$ cat src/rtl/pmtv_pkg.sv
// pmtv_pkg: constants for the trap-on-condition and pointer-validate decoder
// assumes: used by the decoder and its evaluator, nothing imported
`default_nettype none
package pmtv_pkg;
	// first word of the conditional trap: bits 15..3 fixed, low three the form selector
	localparam logic [12:0] TRAP_W0_FIXED = 13'h1E0F;
	localparam logic [2:0] FORM_ONE_WORD = 3'h1 + 3'h1;
	localparam logic [2:0] FORM_TWO_WORDS = 3'h3;
	localparam logic [2:0] FORM_NO_WORDS = 3'h4;
	// first word of the validate op: bits 15..6 fixed, low six the effective address
	localparam logic [9:0] VAL_W0_FIXED = 10'h3C0;
	// extension words: form one and form two (low three bits select the register)
	localparam logic [15:0] VAL_EXT_LEVEL = 16'h2800;
	localparam logic [12:0] VAL_EXT_AREG = 13'h0580;
	// effective address modes accepted
	localparam logic [2:0] EA_MODE_IND = 3'h2;
	localparam logic [2:0] EA_MODE_DISP = 3'h5;
	localparam logic [2:0] EA_MODE_IDX = 3'h6;
	localparam logic [2:0] EA_MODE_ABS = 3'h7;
	localparam logic [2:0] EA_ABS_SHORT = 3'h0;
	localparam logic [2:0] EA_ABS_LONG = 3'h1;
	// condition field
	localparam int COND_W = 6;
	localparam logic [5:0] COND_LAST = 6'h0F;
	localparam int FLAG_COUNT = 8;
	// status flag positions, in condition order
	localparam int FLAG_BUS_ERR = 0;
	localparam int FLAG_LIMIT = 1;
	localparam int FLAG_SUPER = 2;
	localparam int FLAG_ACCESS = 3;
	localparam int FLAG_WPROT = 4;
	localparam int FLAG_INVALID = 5;
	localparam int FLAG_GATE = 6;
	localparam int FLAG_GLOBAL = 7;
	// directive codes returned to the main processor
	typedef enum logic [2:0] {
		DIR_NONE,
		DIR_CONTINUE,
		DIR_SKIP_OPERANDS,
		DIR_TRAP_COND,
		DIR_TRAP_LEVEL,
		DIR_TRAP_PRIV,
		DIR_TRAP_ILLEGAL
	} pmtv_dir_type;
	localparam logic [1:0] RESET_SKIP = 2'h0;
endpackage
`default_nettype wire
$ cat src/rtl/pmtv_cond_eval.sv
// pmtv_cond_eval: evaluates a six-bit status condition
// assumes: combinational, condition fed from registered decoder state, flags straight from the status register input
`default_nettype none
module pmtv_cond_eval
(
	// condition and flags
	input wire logic [5:0] i_cond,
	input wire logic [7:0] i_flags,
	// result
	output logic o_legal,
	output logic o_true
);
	logic [7:0] sel;
	genvar g;
	generate
		for (g = 0; g < pmtv_pkg::FLAG_COUNT; g++)
		begin : g_sel
			assign sel[g] = (i_cond[3:1] == 3'(g)) & i_flags[g];
		end
	endgenerate
	assign o_legal = (i_cond <= pmtv_pkg::COND_LAST);
	// even tests set, odd tests clear
	assign o_true = o_legal & ((|sel) ^ i_cond[0]);
endmodule
`default_nettype wire

$ cat src/rtl/pmtv_decoder.sv
// pmtv_decoder: decodes and evaluates the conditional trap and pointer validate ops
// assumes: the main processor presents words one at a time with a valid strobe,
// computes effective addresses, supplies register values and carries out directives
//
// Contract
// - a true condition directs a trap through the coprocessor trap vector, next pc stacked.
// - a false condition makes the trap a no-op and execution continues.
// - even condition codes 0 to 14 test bus error, limit, super, access, wprot, invalid, gate, global set.
// - odd condition codes test the same flags for clear, from 1 to 15.
// - the form selector 010 gives one operand word, 011 two, and 100 none.
// - operand words after the condition word are skipped and never looked at.
// - the processor passes the condition field and the unit answers with directives.
// - validate compares the top level-count bits of source and destination address.
// - a greater source level raises an access-level exception, otherwise continue.
// - a zero module control field makes validate always raise the exception.
// - validate form one takes its reference from the internal validate level register.
// - validate form two takes its reference from the processor address register named in it.
// - only modes 010, 101, 110 and 111 with register 000 or 001 are accepted.
// - validate never alters the status register.
`default_nettype none
module pmtv_decoder
(
	// clock and reset
	input wire logic i_core_clk,
	input wire logic i_rst,
	// instruction words from the main processor
	input wire logic i_word_valid,
	input wire logic [15:0] i_word,
	input wire logic i_supervisor,
	// validate operands
	input wire logic [31:0] i_ea_addr,
	input wire logic [31:0] i_areg_value,
	// unit state
	input wire logic [7:0] i_mmu_status_reg,
	input wire logic [31:0] i_validate_level_reg,
	input wire logic [2:0] i_level_bit_count_field,
	input wire logic [1:0] i_module_control_field,
	// directive to the main processor
	output logic o_dir_valid,
	output logic [2:0] o_dir_code,
	output logic [1:0] o_dir_skip_words,
	output logic o_areg_req,
	output logic [2:0] o_areg_sel,
	output logic o_busy
);
	typedef enum logic [1:0] {S_IDLE, S_TRAP_COND, S_VAL_EXT, S_VAL_CMP} pmtv_state_type;
	pmtv_state_type state_ff, nxt_state;
	logic [2:0] form_ff, nxt_form;
	logic [5:0] ea_ff, nxt_ea;
	logic [5:0] cond_ff, nxt_cond;
	logic use_areg_ff, nxt_use_areg;
	logic dir_valid_ff, nxt_dir_valid;
	pmtv_pkg::pmtv_dir_type dir_ff, nxt_dir;
	logic [1:0] skip_ff, nxt_skip;
	logic [2:0] areg_ff, nxt_areg;
	logic cond_legal, cond_true;
	logic ea_ok, form_ok, src_greater;
	logic [31:0] src_level, mask;

	pmtv_cond_eval u_eval
	(
		.i_cond(cond_ff),
		.i_flags(i_mmu_status_reg),
		.o_legal(cond_legal),
		.o_true(cond_true)
	);

	// control alterable modes only
	always_comb
	begin
		unique case (i_word[5:3])
			pmtv_pkg::EA_MODE_IND, pmtv_pkg::EA_MODE_DISP, pmtv_pkg::EA_MODE_IDX:
				ea_ok = 1'b1;
			pmtv_pkg::EA_MODE_ABS:
				ea_ok = (i_word[2:0] == pmtv_pkg::EA_ABS_SHORT)
					| (i_word[2:0] == pmtv_pkg::EA_ABS_LONG);
			default:
				ea_ok = 1'b0;
		endcase
	end

	assign form_ok = (i_word[2:0] == pmtv_pkg::FORM_ONE_WORD)
		| (i_word[2:0] == pmtv_pkg::FORM_TWO_WORDS)
		| (i_word[2:0] == pmtv_pkg::FORM_NO_WORDS);

	// top level-count bits of source against the supplied address
	always_comb
	begin
		mask = ~(32'hFFFF_FFFF >> i_level_bit_count_field);
		src_level = use_areg_ff ? i_areg_value : i_validate_level_reg;
	end
	// address taken as given: the processor resolves indirection first
	assign src_greater = (src_level & mask) > (i_ea_addr & mask);

	always_comb
	begin
		nxt_state = state_ff;
		nxt_form = form_ff;
		nxt_ea = ea_ff;
		nxt_cond = cond_ff;
		nxt_use_areg = use_areg_ff;
		nxt_dir_valid = 1'b0;
		nxt_dir = dir_ff;
		nxt_skip = skip_ff;
		nxt_areg = areg_ff;
		unique case (state_ff)
			S_IDLE:
			begin
				if (i_word_valid)
				begin
					if (i_word[15:3] == pmtv_pkg::TRAP_W0_FIXED && form_ok)
					begin
						nxt_form = i_word[2:0];
						nxt_state = S_TRAP_COND;
					end
					else if (i_word[15:6] == pmtv_pkg::VAL_W0_FIXED && ea_ok)
					begin
						nxt_ea = i_word[5:0];
						nxt_state = S_VAL_EXT;
					end
					else
					begin
						nxt_dir_valid = 1'b1;
						nxt_dir = pmtv_pkg::DIR_TRAP_ILLEGAL;
						nxt_skip = pmtv_pkg::RESET_SKIP;
					end
				end
			end
			S_TRAP_COND:
			begin
				if (i_word_valid)
				begin
					nxt_cond = i_word[5:0];
					nxt_state = S_IDLE;
					nxt_dir_valid = 1'b1;
					// operand words counted only, never read
					unique case (form_ff)
						pmtv_pkg::FORM_ONE_WORD: nxt_skip = 2'h1;
						pmtv_pkg::FORM_TWO_WORDS: nxt_skip = 2'h2;
						default: nxt_skip = 2'h0;
					endcase
					if (!i_supervisor)
						nxt_dir = pmtv_pkg::DIR_TRAP_PRIV;
					else if (i_word[15:6] != 10'h000)
						nxt_dir = pmtv_pkg::DIR_TRAP_ILLEGAL;
					else
					begin
						nxt_dir_valid = 1'b0;
						nxt_state = S_VAL_CMP;
						nxt_use_areg = 1'b0;
						nxt_ea = 6'h3F;
					end
				end
			end
			S_VAL_EXT:
			begin
				if (i_word_valid)
				begin
					nxt_state = S_IDLE;
					nxt_dir_valid = 1'b1;
					nxt_skip = pmtv_pkg::RESET_SKIP;
					if (!i_supervisor)
						nxt_dir = pmtv_pkg::DIR_TRAP_PRIV;
					else if (i_word == pmtv_pkg::VAL_EXT_LEVEL)
					begin
						nxt_use_areg = 1'b0;
						nxt_dir_valid = 1'b0;
						nxt_state = S_VAL_CMP;
					end
					else if (i_word[15:3] == pmtv_pkg::VAL_EXT_AREG)
					begin
						nxt_use_areg = 1'b1;
						nxt_areg = i_word[2:0];
						nxt_dir_valid = 1'b0;
						nxt_state = S_VAL_CMP;
					end
					else
						nxt_dir = pmtv_pkg::DIR_TRAP_ILLEGAL;
				end
			end
			S_VAL_CMP:
			begin
				nxt_state = S_IDLE;
				nxt_dir_valid = 1'b1;
				if (ea_ff == 6'h3F)
				begin
					// condition evaluation for the trap
					if (!cond_legal)
						nxt_dir = pmtv_pkg::DIR_TRAP_ILLEGAL;
					else if (cond_true)
						nxt_dir = pmtv_pkg::DIR_TRAP_COND;
					else if (skip_ff != 2'h0)
						nxt_dir = pmtv_pkg::DIR_SKIP_OPERANDS;
					else
						nxt_dir = pmtv_pkg::DIR_CONTINUE;
				end
				else
				begin
					nxt_skip = pmtv_pkg::RESET_SKIP;
					if (i_module_control_field == 2'h0 || src_greater)
						nxt_dir = pmtv_pkg::DIR_TRAP_LEVEL;
					else
						nxt_dir = pmtv_pkg::DIR_CONTINUE;
				end
			end
		endcase
	end

	always_ff @(posedge i_core_clk or posedge i_rst)
	begin
		if (i_rst)
		begin
			state_ff <= S_IDLE;
			form_ff <= 3'h0;
			ea_ff <= 6'h00;
			cond_ff <= 6'h00;
			use_areg_ff <= 1'b0;
			dir_valid_ff <= 1'b0;
			dir_ff <= pmtv_pkg::DIR_NONE;
			skip_ff <= pmtv_pkg::RESET_SKIP;
			areg_ff <= 3'h0;
		end
		else
		begin
			state_ff <= nxt_state;
			form_ff <= nxt_form;
			ea_ff <= nxt_ea;
			cond_ff <= nxt_cond;
			use_areg_ff <= nxt_use_areg;
			dir_valid_ff <= nxt_dir_valid;
			dir_ff <= nxt_dir;
			skip_ff <= nxt_skip;
			areg_ff <= nxt_areg;
		end
	end

	// status register is an input only, never written
	assign o_dir_valid = dir_valid_ff;
	assign o_dir_code = dir_ff;
	assign o_dir_skip_words = skip_ff;
	assign o_areg_req = (state_ff == S_VAL_CMP) && use_areg_ff;
	assign o_areg_sel = areg_ff;
	assign o_busy = (state_ff != S_IDLE);

	a_true_traps: assert property (@(posedge i_core_clk) disable iff (i_rst)
		(state_ff == S_VAL_CMP && ea_ff == 6'h3F && cond_legal && cond_true)
		|=> (o_dir_valid && o_dir_code == pmtv_pkg::DIR_TRAP_COND))
		else $error("true condition did not trap");
	a_false_continues: assert property (@(posedge i_core_clk) disable iff (i_rst)
		(state_ff == S_VAL_CMP && ea_ff == 6'h3F && cond_legal && !cond_true)
		|=> (o_dir_valid && o_dir_code != pmtv_pkg::DIR_TRAP_COND))
		else $error("false condition trapped");
	a_skip_two: assert property (@(posedge i_core_clk) disable iff (i_rst)
		(state_ff == S_TRAP_COND && form_ff == pmtv_pkg::FORM_TWO_WORDS && i_word_valid)
		|=> (o_dir_skip_words == 2'h2))
		else $error("two-word form skip count wrong");
	a_mc_zero_trap: assert property (@(posedge i_core_clk) disable iff (i_rst)
		(state_ff == S_VAL_CMP && ea_ff != 6'h3F && i_module_control_field == 2'h0)
		|=> (o_dir_code == pmtv_pkg::DIR_TRAP_LEVEL))
		else $error("zero module control did not trap");
	// operands judged in the compare cycle, a shift by 32 compares nothing
	a_level_compare: assert property (@(posedge i_core_clk) disable iff (i_rst)
		(state_ff == S_VAL_CMP && ea_ff != 6'h3F && i_module_control_field != 2'h0
		&& ((use_areg_ff ? i_areg_value : i_validate_level_reg)
		>> (32 - i_level_bit_count_field))
		> (i_ea_addr >> (32 - i_level_bit_count_field)))
		|=> (o_dir_code == pmtv_pkg::DIR_TRAP_LEVEL))
		else $error("less privileged source did not trap");
	a_level_pass: assert property (@(posedge i_core_clk) disable iff (i_rst)
		(state_ff == S_VAL_CMP && ea_ff != 6'h3F && i_module_control_field != 2'h0
		&& ((use_areg_ff ? i_areg_value : i_validate_level_reg)
		>> (32 - i_level_bit_count_field))
		<= (i_ea_addr >> (32 - i_level_bit_count_field)))
		|=> (o_dir_code == pmtv_pkg::DIR_CONTINUE))
		else $error("privileged source trapped");
	a_priv_check: assert property (@(posedge i_core_clk) disable iff (i_rst)
		(i_word_valid && !i_supervisor && (state_ff == S_TRAP_COND || state_ff == S_VAL_EXT))
		|=> (o_dir_valid && o_dir_code == pmtv_pkg::DIR_TRAP_PRIV))
		else $error("user-state op not privilege trapped");
	a_bad_ea: assert property (@(posedge i_core_clk) disable iff (i_rst)
		(state_ff == S_IDLE && i_word_valid && i_word[15:6] == pmtv_pkg::VAL_W0_FIXED
		&& i_word[5:3] == 3'h0) |=> (state_ff == S_IDLE && o_dir_valid))
		else $error("data register mode accepted");
	a_areg_select: assert property (@(posedge i_core_clk) disable iff (i_rst)
		(state_ff == S_VAL_EXT && i_word_valid && i_supervisor
		&& i_word[15:3] == pmtv_pkg::VAL_EXT_AREG)
		|=> (o_areg_req && o_areg_sel == $past(i_word[2:0])))
		else $error("address register not selected");
endmodule
`default_nettype wire

$ cat config.mk
export PLATFORM = sky130hd
export DESIGN_NAME = pmtv_decoder
export DESIGN_NICKNAME = d
export VERILOG_FILES = /design/src/rtl/pmtv_pkg.sv /design/src/rtl/pmtv_cond_eval.sv /design/src/rtl/pmtv_decoder.sv
export SDC_FILE = /design/constraint.sdc
export NUM_CORES = 1
export LEC_CHECK = 0
export CORE_UTILIZATION = 61
export DETAILED_ROUTE_END_ITERATION = 10
export DONT_BUFFER_PORTS = 1
export MAX_ROUTING_LAYER = met4
export PLACE_DENSITY = 0.77
export REMOVE_ABC_BUFFERS = 1
export SLEW_MARGIN = 20
export SYNTH_ARGS = -nofsm -noshare
export SYNTH_HDL_FRONTEND = slang
export SYNTH_SLANG_ARGS = --single-unit
$ cat constraint.sdc
create_clock -name i_core_clk -period 7.5 [get_ports i_core_clk]
set_input_delay 1.5 -clock i_core_clk [delete_from_list [all_inputs] [get_ports i_core_clk]]
set_output_delay 1.5 -clock i_core_clk [all_outputs]
set_load 0.02 [all_outputs]
## After elaboration in Yosys (flattened, before gate mapping)

Cells that the tools add are included.

| storage, ports and cells | value |
|---|---|
| input bits | 129 |
| output and inout bits | 11 |
| register bits | 27 |
| word-level logic and storage cells | 155 |

| operators by class | value |
|---|---|
| bitwise logic cells | 17 |
| equal/unequal tests | 40 |
| shift-type cells | 1 |
| multiplexer cells | 63 |
| magnitude comparators | 2 |
| reductions and logical operators | 23 |

Operators by type and width:

| cell | number |
|---|---|
| $and 32x32->32 | 2 |
| $mux 3 | 13 |
| $mux 2 | 18 |
| $mux 6 | 6 |
| $gt 32x32->1 | 1 |
| $mux 32 | 1 |
| $not 32->32 | 1 |
| $shr 32x3->32 const A | 1 |
| $eq 3x3->1 const B | 8 |
| $eq 3x2->1 const B | 7 |
| $ne 2x2->1 const B | 10 |
| $mux 1 | 17 |
| $eq 16x14->1 const B | 1 |
| $pmux 2 s4 | 2 |
| $ne 3x3->1 const B | 5 |
| $reduce_and 7->1 | 2 |
| $eq 13x11->1 const B | 1 |
| $eq 13x13->1 const B | 1 |
| $pmux 3 s4 | 1 |
| $pmux 6 s2 | 1 |
| $eq 10x10->1 const B | 1 |
| $reduce_bool 10->1 | 1 |
| $and 1x1->1 | 9 |
| $reduce_and 8->1 | 1 |
| 23 further kinds | 35 |

## Depth between registers and ports, before layout

| logic depth | value |
|---|---|
| depth in word-level cells | 9 |
| mapped depth | 10 |
| depth with buffers taken out | 9 |

## By module

From an unflattened synthesis, not the netlist that was laid out.

| second synthesis, totals | value |
|---|---|
| cell total of the unflattened synthesis | 204 |
| area total of the unflattened synthesis | 1999.4 um2 |

Modules (own cells, without submodules):

| module | area each (um2) | times used | seq. area each (um2) | cells an instance |
|---|---|---|---|---|
| pmtv_decoder | 1908.1 | 1 | 675.6 | 194 |
| pmtv_cond_eval | 91.3 | 1 | 0.0 | 10 |

## Worst setup path after synthesis

Ideal clock, no wire load.

| timing | value |
|---|---|
| path type | input -> register |
| start | input port i_level_bit_count_field[1] |
| end | register dir_ff[2] (netlist: o_dir_code[2]) |
| arrival | 3.176 ns |
| buffers on the path | 1 |
| required time | 7.435 ns |
| setup slack | 4.259 ns |
| cell stages on the path | 10 |
| library setup time | 0.065 ns |
| cells stage by stage | clkbuf_1 > a21o_1 > and2_1 > ha_1 > nand4_1 > a21oi_1 > o21bai_1 > and2_1 > o311ai_0 > mux2_2 |

| between the ends | value |
|---|---|
| word-level cells in the longest chain between the ends | 8 |
| elaborated cells on any way between the ends | 9 |
| those cells by class | order compare (1); shift (1); mux (3); bitwise (3); reduce/logical (1) |

RTL lines:

| item | line | RTL |
|---|---|---|
| start: declaration | pmtv_decoder.sv:36 | `input wire logic [2:0] i_level_bit_count_field,` |
| $shr 32x3->32 (*) | pmtv_decoder.sv:89 | `mask = ~(32'hFFFF_FFFF >> i_level_bit_count_field);` |
| $not 32->32 (*) | pmtv_decoder.sv:89 |  |
| $and 32x32->32 | pmtv_decoder.sv:93 | `assign src_greater = (src_level & mask) > (i_ea_addr & mask);` |
| $gt 32x32->1 (*) | pmtv_decoder.sv:93 |  |
| $logic_or 1x1->1 (*) | pmtv_decoder.sv:200 | `if (i_module_control_field == 2'h0 \|\| src_greater)` |
| $mux 3 (*) | pmtv_decoder.sv:200 |  |
| $mux 3 (*) | pmtv_decoder.sv:185 | `if (ea_ff == 6'h3F)` |
| $pmux 3 s4 (*) | pmtv_decoder.sv:106 | `unique case (state_ff)` |
| end signal: assignment | pmtv_decoder.sv:219 | `dir_ff <= pmtv_pkg::DIR_NONE;` |
| end signal: assignment | pmtv_decoder.sv:231 | `dir_ff <= nxt_dir;` |
| end: declaration | pmtv_decoder.sv:53 | `pmtv_pkg::pmtv_dir_type dir_ff, nxt_dir;` |

Mark *: on every way between the ends. The rest lies on a longest branch, timed or not.
A chain may end at the register's enable or synchronous reset.

## Worst setup path in the final report

| timing | value |
|---|---|
| start | input port i_areg_value[29] |
| end | register dir_ff[2] (netlist: o_dir_code[2]) |

| between the ends | value |
|---|---|
| word-level cells in the longest chain between the ends | 7 |

RTL lines:

| item | line | RTL |
|---|---|---|
| start: declaration | pmtv_decoder.sv:32 | `input wire logic [31:0] i_areg_value,` |
| $mux 32 | pmtv_decoder.sv:90 | `src_level = use_areg_ff ? i_areg_value : i_validate_level_reg;` |
| $and 32x32->32 | pmtv_decoder.sv:93 |  |
| $gt 32x32->1 | pmtv_decoder.sv:93 |  |
| $logic_or 1x1->1 | pmtv_decoder.sv:200 |  |
| $mux 3 | pmtv_decoder.sv:200 |  |
| $mux 3 | pmtv_decoder.sv:185 |  |
| $pmux 3 s4 | pmtv_decoder.sv:106 |  |

Every way passes these cells.

==> metrics.md <==
| Metric | Value |
|---|---|
| Global route total overflow | `0` |
| Post-route ant nets | `0` |
| Largest net degree at the start of global routing | `28` |
| Synth Instances | `about 210` |
| Drt total wl | `about 4.5 mm` |
| HPWL Detailed | `3.657 mm` |
| Area contributors post-synth | `dfrtp_1, mux2_2, ha_1` |
| Post-synthesis register bit count | `27` |
| Vias per cell | `between 6 and 7` |
| Main flop type after synthesis | `dfrtp_1` |
| Vias in the first global route | `around 1,600` |
| RSZ-0062 raised after global routing | `no` |
| CTS tree | `built` |
| Postcts setup bufs | `0` |
| Worst Path Required | `approximately 7700 ps` |
| WP data arrival | `3240 ps` |
| DR WL/cell | `about 18 um` |
| Leakage power | `roughly 0.9 nW` |
| Via count | `between 1,500 and 2,000` |
| Total CTS buffers | `3` |
| Worst slew pin tran | `roughly 570 ps` |
| Root Driver | `clkbuf_4` |
| # DRC | `0` |
| H-tree depth | `1` |
| Register area share after synthesis | `34.33%` |
| Worst setup EP type | `flip-flop` |
| Tot GR Track Use | `~29%` |
| Filler cells | `283` |
| Synthesis-to-layout area growth | `3.242%` |
| Ys Warns | `0` |
| Top Ports | `140` |
| # rows | `20` |
| Die W | `about 59 um` |
| Power density over the cells | `around 200 nW/um^2` |
| Final worst-path cycle share | `between 40% and 50%` |
| First DRT Iteration DRCs | `73` |
| Biggest area consumer among synthesized cells | `dfrtp_1` |
| Cell area after synthesis | `around 2000 um^2` |
| WHS Path Cells | `1` |
| FF-to-FF End | `o_dir_code[2]` |
| Kind of critical path | `in2reg` |
| Crit Reg-Reg Startpoint | `use_areg_ff` |
| First-pass GRT wire length | `roughly 7.3 mm` |
| Max VDD drop | `about 0.11 mV` |
| Final hold slack | `522.6 ps` |
| Worst min-delay path class | `reg2reg` |
| Startpoint types | `input pin` |
| Core Area | `~3000 um^2` |
| Clk_skew | `between 4 and 5 ps` |
| Clock latency on the worst-skew pair | `between 300 and 400 ps` |
| Hold endpoint | `form_ff[1]` |
| Final hold vios | `0` |
| Hold Startpoint | `form_ff[1]` |
| Asr flop ratio synth | `between 90% and 100%` |
| Slowest CP cell | `ha_1` |
| Tot Pwr | `0.4099 mW` |
| Largest stage delay, worst path | `about 320 ps` |
| NumNets Final | `about 350` |
| Post_cts resized | `0` |
| Share of cells above drive strength 1 | `16.83%` |
| Worst-path clk slew | `150 ps` |
| Antenna violations before repair | `0` |
| Critical path fanouts, max | `2` |
| Number of synthesized flops with an enable pin | `0` |
| Crit path time final | `3005 ps` |
| Max Freq | `between 300 and 400 MHz` |
| Syn avg cell area | `9.417 um^2` |
| Yosys cell types | `49` |
| Crit path buffers/inverters | `0` |
| I/O Buffers | `0` |
| R2R Setup Slk | `approximately 4900 ps` |
| Cell Chain, Critical Path | `mux2_2 > and2_1 > ha_1 > a21oi_1 > o21ai_0 > o21bai_1 > and2_1 > o311ai_0 > mux2_2` |
| Placer Congestion | `0.9174` |
| Ant. Diodes | `0` |
| Number of cells on the worst reg-to-reg path | `9` |
| Initial Util | `64.47%` |
| Die area | `around 3500 um^2` |
| Clock Sinks | `27` |
| Final core utilization | `between 60% and 70%` |
| Max Root-Sink Buffers | `2` |
| 1st-pass router iterations | `4` |
| Cts hold-fix bufs | `0` |
| Max-slew headroom | `around 62%` |
| Run status | `finished, final reports clean` |
| Setup_tns | `0 ps` |
| Chip Height | `58.80 um` |
| Delay-heaviest family, CP | `compound AO/OA/AOI/OAI gates` |
| Final setup fails | `0` |
| Max capacitance violation total | `0` |
| Fin. max-slew vios | `0` |
| Area share of the largest cell type after synthesis | `between 30% and 40%` |
-- cell usage in the layout (no fill, tap or decap), drive strengths merged, types with 3 or more instances in the layout --
cell type / n
clkbuf: 3
nand4: 5
mux2i: 13
and2: 3
nand3: 8
nor3: 5
o22ai: 3
o21ai: 9
dfrtp: 27
nor2: 23
nand2: 15
inv: 15
ha: 11
a21oi: 12
nor4: 4
mux2: 15
-- worst max-delay path by stage --
stage                               start       endpoint  slack [ps]  cells after the start
4_1_cts                  i_areg_value[29]  o_dir_code[2]        4500                      9
2_1_floorplan            i_areg_value[29]  o_dir_code[2]        4360                      9
3_3_place_gp             i_areg_value[29]  o_dir_code[2]        4180                      9
5_1_grt        i_level_bit_count_field[0]  o_dir_code[2]        4360                      9
6_report                 i_areg_value[29]  o_dir_code[2]        4500                      9
3_5_place_dp             i_areg_value[29]  o_dir_code[2]        4140                      9
-- metal layers --
metal  GRT usage (%)  vias up  routed length [um]  share of wire [%]
li1                -      761                   -                  -
met1           35.42      784                1847                 41
met2           48.21       78                2205                 49
met3           6.374        9                 414                9.1
met4           6.463        0                  59                1.3
met5               -        -                   0                  0
-- flip-flops by register name (all words and copies together) (netlist names) --
signal / count
o_dir_skip_words: 2
use_areg_ff: 1
ea_ff: 6
o_areg_sel: 3
state_ff: 2
cond_ff: 6
o_dir_valid: 1
form_ff: 3
o_dir_code: 3
-- cells in the mapped netlist (3+ instances only) --
cell type and count:
a21oi_1 11, and2_1 3, clkbuf_1 5, dfrtp_1 27, ha_1 11, inv_1 15
mux2_2 15, mux2i_1 13, nand2_1 15, nand3_1 7, nand4_1 5, nor2_1 23
nor3_1 4, nor4_1 3, o21ai_0 9, o22ai_1 3
-- metrics by stage --
stage	cell area, um^2	cells	worst slack [ps]
after global routing	2032	252	4361
after floorplan	1949	204	4362
final	2032	252	4495
after global placement	2004	248	4179
after detailed placement	2004	248	4141
after CTS	2032	252	4503
-- logic make-up (layout without fill, tap and decap cells) --
logic type,after synthesis,in the layout,share of synthesized area [%]
simple gates,78,78,21.81
compound gates,42,42,15.13
mux,30,30,17.48
flops,27,27,34.33
buf+inv,20,19,3.814
fa+ha+maj,11,11,6.993
xor+xnor,1,1,0.4451
-- worst reg2reg max path: cells and delay by family (launching register included) --
kind / cells / cell delay [ps]
mux: 2 / 660
flops: 1 / 650
compound gates: 4 / 570
simple gates: 2 / 320
fa+ha+maj: 1 / 320
-- power by group --
group	leakage (nW)	internal [mW]	total, mW	switching, mW
logic	0.518	0.0648	0.144	0.0796
registers	0.341	0.173	0.202	0.0290
clock network	0.0177	0.0200	0.0638	0.0438
total	0.877	0.257	0.410	0.152
-- final cells by class --
class                           count  area [um^2]  share of cell area, %
Clock buffer                        3        22.52                  1.108
Multi-Input combinational cell    162         1217                  59.91
Tap cell                           44        55.05                  2.709
Inverter                           15        56.30                  2.771
Clock inverter                      1        5.005                 0.2463
Sequential cell                    27        675.6                  33.25
(Power assumes the default switching activity.)
